**src/dmau_defs.svh**
```systemverilog
`ifndef DMAU_DEFS_SVH
`define DMAU_DEFS_SVH

// Register addresses inside the data space
`define DMAU_BANK_ADDR 12'hFF0
`define DMAU_FLAGS_ADDR 12'hFF1
`define DMAU_PTR_BASE 12'hFC0

// Offsets inside one pointer group of eight addresses
`define DMAU_OFF_PLAIN 3'h0
`define DMAU_OFF_AFTER_ACCESS_DOWN_PORT 3'h1
`define DMAU_OFF_AFTER_ACCESS_UP_PORT 3'h2
`define DMAU_OFF_BEFORE_ACCESS_UP_PORT 3'h3
`define DMAU_OFF_INDEXED 3'h4
`define DMAU_OFF_LO 3'h5
`define DMAU_OFF_HI 3'h6

// Common access-bank split
`define DMAU_ACC_SPLIT 8'h80
`define DMAU_ACC_LOW_BANK 4'h0
`define DMAU_ACC_HIGH_BANK 4'hF

// Flag positions
`define DMAU_FLAG_N 4
`define DMAU_FLAG_OV 3
`define DMAU_FLAG_Z 2
`define DMAU_FLAG_DC 1
`define DMAU_FLAG_C 0

// Reset values and default implemented-bank mask
`define DMAU_BANK_RST 8'h00
`define DMAU_FLAGS_RST 8'h00
`define DMAU_PTR_RST 12'h000
`define DMAU_IMPL_MASK 16'h8001

`endif

```
**src/dmau_pkg.sv**
```systemverilog
package dmau_pkg;
  typedef enum logic [1:0] {
    ADJ_NONE = 2'h0,
    ADJ_INC = 2'h1,
    ADJ_DEC = 2'h3
  } dmau_adj_t;

  typedef enum logic [2:0] {
    ALU_NONE = 3'h0,
    ALU_ADD = 3'h1,
    ALU_SUB = 3'h3,
    ALU_LOGIC = 3'h2,
    ALU_ROTL = 3'h6,
    ALU_ROTR = 3'h7
  } dmau_alu_t;
endpackage

```
**src/dmau_ptr_if.sv**
```systemverilog
`timescale 1ns/10ps
interface dmau_ptr_if import dmau_pkg::*; #(parameter int AW = 12);
  logic wr_lo;
  logic wr_hi;
  logic [7:0] wdata;
  dmau_adj_t adj;
  logic [AW-1:0] value;
  modport ctrl (output wr_lo, wr_hi, wdata, adj, input value);
  modport ptr (input wr_lo, wr_hi, wdata, adj, output value);
endinterface

```
**src/dmau_ptr.sv**
```systemverilog
`timescale 1ns/10ps
`include "dmau_defs.svh"
module dmau_ptr import dmau_pkg::*; #(parameter int AW = 12) (
  // Clock and reset
  input wire logic clock_i,
  input wire logic rst_i,
  // Control from the address unit
  dmau_ptr_if.ptr pif
);
  logic [AW-1:0] value_ff;

  // Byte writes win over any adjustment; adjust wraps modulo the space
  always_ff @(posedge clock_i) begin
    if (rst_i) begin
      value_ff <= AW'(`DMAU_PTR_RST);
    end else if (pif.wr_lo) begin
      value_ff[7:0] <= pif.wdata; // RULE6 RULE13
    end else if (pif.wr_hi) begin
      value_ff[AW-1:8] <= pif.wdata[AW-9:0]; // RULE6 RULE13
    end else if (pif.adj == ADJ_INC) begin
      value_ff <= value_ff + AW'(1); // RULE12 RULE22
    end else if (pif.adj == ADJ_DEC) begin
      value_ff <= value_ff - AW'(1); // RULE12 RULE22
    end
  end

  assign pif.value = value_ff;
endmodule

```
**src/dmau_top.sv**
```systemverilog
`timescale 1ns/10ps
`include "dmau_defs.svh"
// Notes on behaviour
// (RULE1) Direct access: bank register low nibble forms address bits 11:8.
// (RULE2) Bank register upper nibble reads zero, writes to it ignored.
// (RULE3) Unimplemented bank: reads give zero, writes dropped, flags still update.
// (RULE4) Access bit clear: bank register ignored, common access bank used.
// (RULE5) Full-address move takes whole 12-bit address, ignores bank register.
// (RULE6) Three 12-bit pointers, each a high and a low byte register.
// (RULE7) Indirect port access goes to the pointed address; port stores nothing.
// (RULE8) Pointer at a port: read gives zero and sets zero flag; write is nop.
// (RULE9) Five ports per pointer: plain, post-down, post-up, pre-up, indexed.
// (RULE10) Indexed port adds sign-extended accumulator; pointer and accumulator unchanged.
// (RULE11) Pointer adjustment never touches any flag.
// (RULE12) Pointer adjustment spans all twelve bits with carry and borrow.
// (RULE13) Indirect write to a pointer byte stores it and skips adjustment.
// (RULE14) Flags as destination of flag-affecting op: result dropped, flags updated.
// (RULE15) Software should alter flags only with bit, swap and move operations.
// (RULE16) Negative flag, bit 4, is result bit 7.
// (RULE17) Signed wrap flag, bit 3, set on two's complement overflow.
// (RULE18) Zero flag, bit 2, set when result is zero, else cleared.
// (RULE19) Nibble carry flag, bit 1, is carry out of bit 3 on add/sub.
// (RULE20) Carry flag, bit 0, is carry out of bit 7 on add/sub.
// (RULE21) Subtract adds two's complement; rotates load carry with bit shifted out.
// (RULE22) Pointer adjustment wraps modulo 4096 silently.
module dmau_top import dmau_pkg::*; #(
  parameter logic [15:0] IMPL_MASK = `DMAU_IMPL_MASK
) (
  // Clock and reset
  input wire logic clock_i,
  input wire logic rst_i,
  // Data access from the decoder
  input wire logic op_valid_i,
  input wire logic op_write_i,
  input wire logic [7:0] op_file_i,
  input wire logic op_access_i,
  input wire logic op_full_i,
  input wire logic [11:0] op_full_addr_i,
  input wire logic [7:0] op_wdata_i,
  input wire logic [7:0] working_accumulator_i,
  // Bank literal load
  input wire logic bank_literal_load_i,
  input wire logic [7:0] bank_lit_i,
  // Flag update from the execution datapath
  input wire logic alu_valid_i,
  input wire dmau_alu_t alu_kind_i,
  input wire logic [7:0] alu_a_i,
  input wire logic [7:0] alu_b_i,
  // Data memory port
  output logic [11:0] ram_addr_o,
  output logic ram_re_o,
  output logic ram_we_o,
  output logic [7:0] ram_wdata_o,
  // Read answer from local registers or forced zero
  output logic rd_local_o,
  output logic [7:0] rd_data_o,
  // Register views
  output logic [7:0] bank_select_reg_o,
  output logic [7:0] alu_flags_o
);
  localparam logic [11:0] PTR_BASE = `DMAU_PTR_BASE;
  localparam int NPTR = 3;

  logic [7:0] bank_select_ff;
  logic [7:0] alu_flags_ff;
  logic [11:0] ptr_val [NPTR];
  logic [NPTR-1:0] ptr_wr_lo;
  logic [NPTR-1:0] ptr_wr_hi;
  dmau_adj_t ptr_adj [NPTR];
  logic [11:0] eff_addr;
  logic [11:0] fin_addr;
  logic [11:0] ind_base;
  logic [11:0] ind_target;
  logic [1:0] ind_sel;
  logic [2:0] ind_mode;
  logic ind_hit;
  logic tgt_port;
  logic bank_ok;
  logic is_wr;
  logic is_rd;
  logic hit_bank;
  logic hit_flags;
  logic hit_ptr;
  logic own_hit;
  logic port_nop;
  logic alu_live;
  logic [7:0] own_rdata;
  logic [7:0] alu_res;
  logic [7:0] nxt_alu_flags;
  logic [7:0] alu_opb;
  logic alu_cin;
  logic [8:0] alu_sum;
  logic [4:0] alu_nib;

  function automatic logic is_port(input logic [11:0] a);
    return a[11:5] == PTR_BASE[11:5] && a[4:3] != 2'h3 && a[2:0] <= `DMAU_OFF_INDEXED;
  endfunction

  function automatic logic is_ptr_byte(input logic [11:0] a);
    return a[11:5] == PTR_BASE[11:5] && a[4:3] != 2'h3 &&
      (a[2:0] == `DMAU_OFF_LO || a[2:0] == `DMAU_OFF_HI);
  endfunction

  ////////////////////////////////////////////////////////////////////////
  // Pointers
  for (genvar n = 0; n < NPTR; n++) begin : g_ptr
    dmau_ptr_if #(.AW(12)) pif ();
    dmau_ptr #(.AW(12)) u_ptr (
      .clock_i(clock_i),
      .rst_i(rst_i),
      .pif(pif)
    );
    assign pif.wr_lo = ptr_wr_lo[n];
    assign pif.wr_hi = ptr_wr_hi[n];
    assign pif.wdata = op_wdata_i;
    assign pif.adj = ptr_adj[n];
    assign ptr_val[n] = pif.value;
  end

  ////////////////////////////////////////////////////////////////////////
  // Address formation
  always_comb begin
    eff_addr = {bank_select_ff[3:0], op_file_i}; // RULE1
    if (op_full_i) begin
      eff_addr = op_full_addr_i; // RULE5
    end else if (!op_access_i) begin
      eff_addr = (op_file_i < `DMAU_ACC_SPLIT) ? {`DMAU_ACC_LOW_BANK, op_file_i}
                                               : {`DMAU_ACC_HIGH_BANK, op_file_i}; // RULE4
    end
  end

  assign ind_hit = op_valid_i && is_port(eff_addr);
  assign ind_sel = eff_addr[4:3];
  assign ind_mode = eff_addr[2:0];
  assign ind_base = ptr_val[ind_sel];

  always_comb begin
    case (ind_mode)
      `DMAU_OFF_BEFORE_ACCESS_UP_PORT: ind_target = ind_base + 12'h001; // RULE9
      `DMAU_OFF_INDEXED: ind_target = ind_base +
        {{4{working_accumulator_i[7]}}, working_accumulator_i}; // RULE10
      default: ind_target = ind_base;
    endcase
  end

  assign fin_addr = ind_hit ? ind_target : eff_addr; // RULE7
  assign tgt_port = ind_hit && is_port(ind_target); // RULE8
  assign bank_ok = IMPL_MASK[fin_addr[11:8]]; // RULE3
  assign is_wr = op_valid_i && op_write_i;
  assign is_rd = op_valid_i && !op_write_i;
  assign hit_bank = fin_addr == `DMAU_BANK_ADDR;
  assign hit_flags = fin_addr == `DMAU_FLAGS_ADDR;
  assign hit_ptr = is_ptr_byte(fin_addr);
  assign own_hit = hit_bank || hit_flags || hit_ptr;
  assign port_nop = is_wr && tgt_port; // RULE8
  assign alu_live = alu_valid_i && alu_kind_i != ALU_NONE && !port_nop;

  always_comb begin
    for (int n = 0; n < NPTR; n++) begin
      ptr_wr_lo[n] = is_wr && hit_ptr && fin_addr[4:3] == 2'(n) &&
        fin_addr[2:0] == `DMAU_OFF_LO; // RULE6
      ptr_wr_hi[n] = is_wr && hit_ptr && fin_addr[4:3] == 2'(n) &&
        fin_addr[2:0] == `DMAU_OFF_HI; // RULE6
      ptr_adj[n] = ADJ_NONE;
      if (ind_hit && ind_sel == 2'(n) && !port_nop && !(is_wr && hit_ptr)) begin // RULE13
        case (ind_mode)
          `DMAU_OFF_AFTER_ACCESS_DOWN_PORT: ptr_adj[n] = ADJ_DEC; // RULE9
          `DMAU_OFF_AFTER_ACCESS_UP_PORT: ptr_adj[n] = ADJ_INC; // RULE9
          `DMAU_OFF_BEFORE_ACCESS_UP_PORT: ptr_adj[n] = ADJ_INC; // RULE9
          default: ptr_adj[n] = ADJ_NONE;
        endcase
      end
    end
  end

  always_comb begin
    own_rdata = 8'h00;
    if (hit_bank) begin
      own_rdata = bank_select_ff;
    end else if (hit_flags) begin
      own_rdata = alu_flags_ff;
    end else if (hit_ptr) begin
      own_rdata = (fin_addr[2:0] == `DMAU_OFF_LO) ? ptr_val[fin_addr[4:3]][7:0]
                                                 : {4'h0, ptr_val[fin_addr[4:3]][11:8]};
    end
  end

  ////////////////////////////////////////////////////////////////////////
  // Flag calculation
  always_comb begin
    alu_opb = (alu_kind_i == ALU_SUB) ? ~alu_b_i : alu_b_i; // RULE21
    alu_cin = alu_kind_i == ALU_SUB;
    alu_sum = {1'b0, alu_a_i} + {1'b0, alu_opb} + {8'h00, alu_cin};
    alu_nib = {1'b0, alu_a_i[3:0]} + {1'b0, alu_opb[3:0]} + {4'h0, alu_cin};
    nxt_alu_flags = alu_flags_ff;
    alu_res = alu_a_i;
    case (alu_kind_i)
      ALU_ADD, ALU_SUB: begin
        alu_res = alu_sum[7:0];
        nxt_alu_flags[`DMAU_FLAG_C] = alu_sum[8]; // RULE20
        nxt_alu_flags[`DMAU_FLAG_DC] = alu_nib[4]; // RULE19
        nxt_alu_flags[`DMAU_FLAG_OV] = (alu_a_i[7] == alu_opb[7]) &&
          (alu_sum[7] != alu_a_i[7]); // RULE17
      end
      ALU_ROTL: begin
        alu_res = {alu_a_i[6:0], alu_flags_ff[`DMAU_FLAG_C]};
        nxt_alu_flags[`DMAU_FLAG_C] = alu_a_i[7]; // RULE21
      end
      ALU_ROTR: begin
        alu_res = {alu_flags_ff[`DMAU_FLAG_C], alu_a_i[7:1]};
        nxt_alu_flags[`DMAU_FLAG_C] = alu_a_i[0]; // RULE21
      end
      default: alu_res = alu_a_i;
    endcase
    nxt_alu_flags[`DMAU_FLAG_Z] = alu_res == 8'h00; // RULE18
    nxt_alu_flags[`DMAU_FLAG_N] = alu_res[7]; // RULE16
    nxt_alu_flags[7:5] = 3'h0;
  end

  ////////////////////////////////////////////////////////////////////////
  // Registers
  always_ff @(posedge clock_i) begin
    if (rst_i) begin
      alu_flags_ff <= `DMAU_FLAGS_RST;
    end else if (alu_live) begin
      alu_flags_ff <= nxt_alu_flags; // RULE14 RULE3 RULE11
    end else if (is_rd && tgt_port) begin
      alu_flags_ff[`DMAU_FLAG_Z] <= 1'b1; // RULE8
    end else if (is_wr && hit_flags) begin
      alu_flags_ff <= {3'h0, op_wdata_i[4:0]};
    end
  end

  always_ff @(posedge clock_i) begin
    if (rst_i) begin
      bank_select_ff <= `DMAU_BANK_RST;
    end else if (bank_literal_load_i) begin
      bank_select_ff <= {4'h0, bank_lit_i[3:0]}; // RULE2
    end else if (is_wr && hit_bank) begin
      bank_select_ff <= {4'h0, op_wdata_i[3:0]}; // RULE2
    end
  end

  always_ff @(posedge clock_i) begin
    if (rst_i) begin
      ram_addr_o <= 12'h000;
      ram_re_o <= 1'b0;
      ram_we_o <= 1'b0;
      ram_wdata_o <= 8'h00;
      rd_local_o <= 1'b0;
      rd_data_o <= 8'h00;
    end else begin
      ram_addr_o <= fin_addr;
      ram_re_o <= is_rd && !own_hit && bank_ok && !tgt_port; // RULE3
      ram_we_o <= is_wr && !own_hit && bank_ok && !tgt_port; // RULE3 RULE8
      ram_wdata_o <= op_wdata_i;
      rd_local_o <= is_rd && (own_hit || !bank_ok || tgt_port);
      rd_data_o <= (is_rd && own_hit && !tgt_port) ? own_rdata : 8'h00; // RULE3 RULE8
    end
  end

  assign bank_select_reg_o = bank_select_ff;
  assign alu_flags_o = alu_flags_ff;
endmodule

```
**config.mk**
```make
export PLATFORM = sky130hd
export DESIGN_NAME = dmau_top
export DESIGN_NICKNAME = d
export VERILOG_FILES = /design/src/dmau_pkg.sv /design/src/dmau_ptr_if.sv /design/src/dmau_ptr.sv /design/src/dmau_top.sv
export VERILOG_INCLUDE_DIRS = /design/src
export SDC_FILE = /design/constraint.sdc
export NUM_CORES = 1
export LEC_CHECK = 0
export BUFFER_PORTS_ARGS = -buffer_cell sky130_fd_sc_hd__buf_4
export CELL_PAD_IN_SITES_DETAIL_PLACEMENT = 0
export CELL_PAD_IN_SITES_GLOBAL_PLACEMENT = 1
export CORE_MARGIN = 5
export CORE_UTILIZATION = 47
export DETAILED_ROUTE_END_ITERATION = 10
export HOLD_SLACK_MARGIN = 0.05
export PLACE_DENSITY = 0.95
export SLEW_MARGIN = 25
export SYNTH_ARGS = -nofsm -noshare
export SYNTH_HDL_FRONTEND = slang
export SYNTH_SLANG_ARGS = --single-unit
```
**constraint.sdc**
```tcl
create_clock -name clock_i -period 11.8 [get_ports clock_i]
set_clock_uncertainty 0.15 [all_clocks]
set_input_delay 1.18 -clock clock_i [delete_from_list [all_inputs] [get_ports clock_i]]
set_output_delay 1.18 -clock clock_i [all_outputs]
set_load 0.05 [all_outputs]
```
==> summary.txt <==
Global route
  • GR Util met2: 0.388
  • GRT Max-Usage Layer: met2
  • Met3 Usage GRT: 0.0428
  • All-Layer GR Usage: 0.241
  • Pin count of the biggest net entering global routing: 64
  • GR Overflow Total: 0
  • First-pass GRT wire length: between 30 and 40 mm
  • GR Util met1: 0.330
  • Initial antenna violation count: 0
  • Vias in the first global route: 6726

Clocking
  • CTS resizes: 0
  • TritonCTS clock tree: built
  • Clock sinks: 76
  • Clock Latency Late Sink: 0.34 ns
  • Cts hold-fix bufs: 0
  • Clock transition at path regs: 0.05 ns
  • Setup bufs post-CTS: 0
  • CTS buffer count: 9
  • CTS H-tree depth: 3
  • Clock Path Buffers: 2
  • Clk root buf: clkbuf_16

Synth
  • Cell variety after synth: 98
  • Post-synth EDFFs: 0
  • Yosys reg bits: 76
  • Number of synthesis warnings: 0
  • Cells after Synth: 898
  • Ys async rst share: 0
  • Synth Cell Area: roughly 7300 sq um
  • Sequential area share after synthesis: 0.208
  • Post-Syn Area per Cell: around 8 sq um
  • Synth Flop Type: dfxtp_1

Critical path
  • Crit. End Element: flop
  • Data arrival, critical path: roughly 9.4 ns
  • WP data required: 11.91 ns
  • Total stage count of the critical path: 26
  • Worst Reg-to-Reg Cells: 24
  • Max stage delay on crit path: 0.78 ns
  • Crit-path slowest cell: mux2i_2
  • Worst Path Max Fanout: 25
  • Startpoint Class: input pin
  • CP delay by family, top: compound AO/OA/AOI/OAI gates
  • Buf+Inv Stages, Crit Path: 1
  • CP Class: in -> reg

Min path
  • Hold depth: 2
  • Worst Hold Class: reg -> reg

Cells and area
  • Layout Nets: about 1100
  • Share of cells above drive strength 1: 0.176
  • P&R area growth vs syn: 14.9%
  • Total inserted antenna cells: 0
  • Final core utilization: 0.552

Job
  • Max-cap violations: 0

Floorplan
  • Initial core utilization: 0.481
  • Die W: about 130 um
  • Ports: 118
  • Die ar.: approximately 18000 sq um
  • Site Rows: 45
  • Vert. Die Dim: between 100 and 150 um
  • Area of the core: between 15000 and 20000 sq um

STA
  • Max Fclk: around 110 MHz
  • Worst slew margin: 0.423
  • Final setup TNS: 0 ns
  • Final setup fails: 0
  • Fin. Hold Viols: 0
  • Fin. max-slew vios: 0
  • Tightest Pin Transition: approximately 0.85 ns
  • Final WS setup: 2.51 ns
  • Fin crit period: ~9.3 ns
  • RSZ-0062 raised after global routing: no
  • Fin crit share: 0.787

Placement
  • Placer Congestion: roughly 0.93
  • DP Worst Slack: roughly 2.3 ns
  • Final HPWL DP: approximately 17 mm
  • Port bufs: 106

Detailed routing
  • Drt wl/cell: 19.0 um
  • Pre-Repair DR Iteration Count: 5
  • Remaining DRCs: 0
  • Vias: 7132
  • Vias per cell: 6.10
  • Detailed Route Iter0 Violations: between 500 and 600
  • Post-Route WL: roughly 22 mm
  • Final ANT Viol Nets: 0

Power and ir drop
  • Leak Pwr: 3.55 nW
  • Power Dens Cells: between 80 and 90 nW/um^2
  • Total power draw: between 0.0007 and 0.0008 W
  • Maximum vdd drop: just under 0.00007 V

Outcome
  • Status: finished clean
==> logic make-up after synthesis <==
group | count (synthesis) | share of synthesized area
DFF | 76 | 0.208
xor gates and xnor gates | 55 | 0.0669
muxes | 58 | 0.0822
buffers and inverters | 73 | 0.0522
and+or+nand+nor | 306 | 0.212
other | 1 | 0.000513
adders and majority gates | 53 | 0.0959
AOI/OAI and AO/OA | 276 | 0.282
==> cells in the final DEF (no fill, tap or decap), types with 8 or more instances in the layout <==
cell | Yosys | layout
ha_1 | 48 | 48
a211oi_1 | 34 | 34
nand2b_1 | 8 | 8
a311oi_1 | 13 | 13
dfxtp_1 | 76 | 76
a21o_1 | 20 | 20
nor2b_1 | 23 | 23
o21ai_0 | 40 | 40
o21a_1 | 8 | 8
nand4_1 | 14 | 14
nor3_1 | 21 | 21
xnor2_1 | 39 | 39
xor2_1 | 15 | 15
nand3_1 | 12 | 12
inv_1 | 26 | 26
clkbuf_16 | 0 | 9
nor2_1 | 98 | 98
a21oi_1 | 51 | 51
buf_4 | 12 | 110
mux2i_1 | 50 | 50
nand2_1 | 75 | 75
==> final cells by class <==
type,instances,area (sq um)
clock inverters,1,5.00
clock buffers,14,284
well taps,188,235
inverters,26,97.6
fillers,1437,6800
multi-input cells,755,5430
flip-flops and latches,76,1520
repair buffers,110,826
==> cell usage after synthesis, drive strengths merged (9+ instances only) <==
library cell,instances,area (sq um)
inv,26,97.6
a21o,20,150
o2bb2ai,9,91.3
nor2b,23,144
nor2,100,380
a21oi,52,264
nand3,12,60.1
xnor2,40,358
nand2,75,282
xor2,15,131
buf,24,198
nor3,22,121
a31oi,9,83.8
nand2b,9,63.8
ha,48,601
mux2i,51,514
nand4,14,87.6
dfxtp,76,1520
clkbuf,23,86.3
a211oi,38,305
a311oi,13,114
o21ai,44,224
==> layer usage <==
metal / vias to the layer above / share of wire
met4: 0 / 0.021
met3: 38 / 0.067
met1: 3310 / 0.45
met2: 264 / 0.46
li1: 3520 / -
met5: - / 0
==> per-stage QoR <==
step / area, sq um / std cells / hold WS [ns]
after floorplan: 7330 / 904 / 0.334
after global placement: 8100 / 1154 / 0.351
after detailed placement: 8100 / 1154 / 0.354
after CTS: 8390 / 1169 / 0.364
after global routing: 8400 / 1170 / 0.389
final: 8400 / 1170 / 0.367
==> final timing paths <==
check	startpoint	end	slack, ns
max	op_full_i	g_ptr[1].u_ptr.pif.value[11]	2.51
min	alu_flags_o[4]	rd_data_o[4]	0.37
max reg2reg	g_ptr[0].u_ptr.pif.value[0]	g_ptr[1].u_ptr.pif.value[11]	4.21
min reg2reg	alu_flags_o[4]	rd_data_o[4]	0.37
==> worst register-to-register path, cell delays in order, from the launching register on <==
cell      delay, ns
dfxtp_1        0.36
mux2i_1        0.33
o21ai_0        0.15
ha_1           0.24
fa_1           0.42
a211oi_1       0.53
nor2_1         0.14
nor4_1         0.39
a211oi_2       0.12
or2_1          0.40
o211ai_2       0.34
o31ai_2        0.14
a21oi_1        0.55
nand3_1        0.56
ha_1           0.47
a21o_1         0.17
a21o_1         0.19
a21oi_1        0.19
o21ai_0        0.14
a41o_1         0.27
o41a_1         0.34
xor2_1         0.16
a2111o_1       0.37
xor2_1         0.15
a211oi_1       0.21
==> report_power, final <==
group | total, W | switching [W] | internal, W
Combinational | 0.000180 | 0.000115 | 0.0000655
Sequential | 0.000269 | 0.00000480 | 0.000264
Clock | 0.000270 | 0.000106 | 0.000164
Total | 0.000719 | 0.000225 | 0.000493
==> state kept, by name, summed over array words and instances (netlist names) <==
name                   flops
alu_flags_o                5
bank_select_reg_o          4
g_ptr.u_ptr.pif.value     36
ram_addr_o                12
ram_re_o                   1
ram_wdata_o                8
ram_we_o                   1
rd_data_o                  8
rd_local_o                 1
Power figures use the tool's default switching activity.
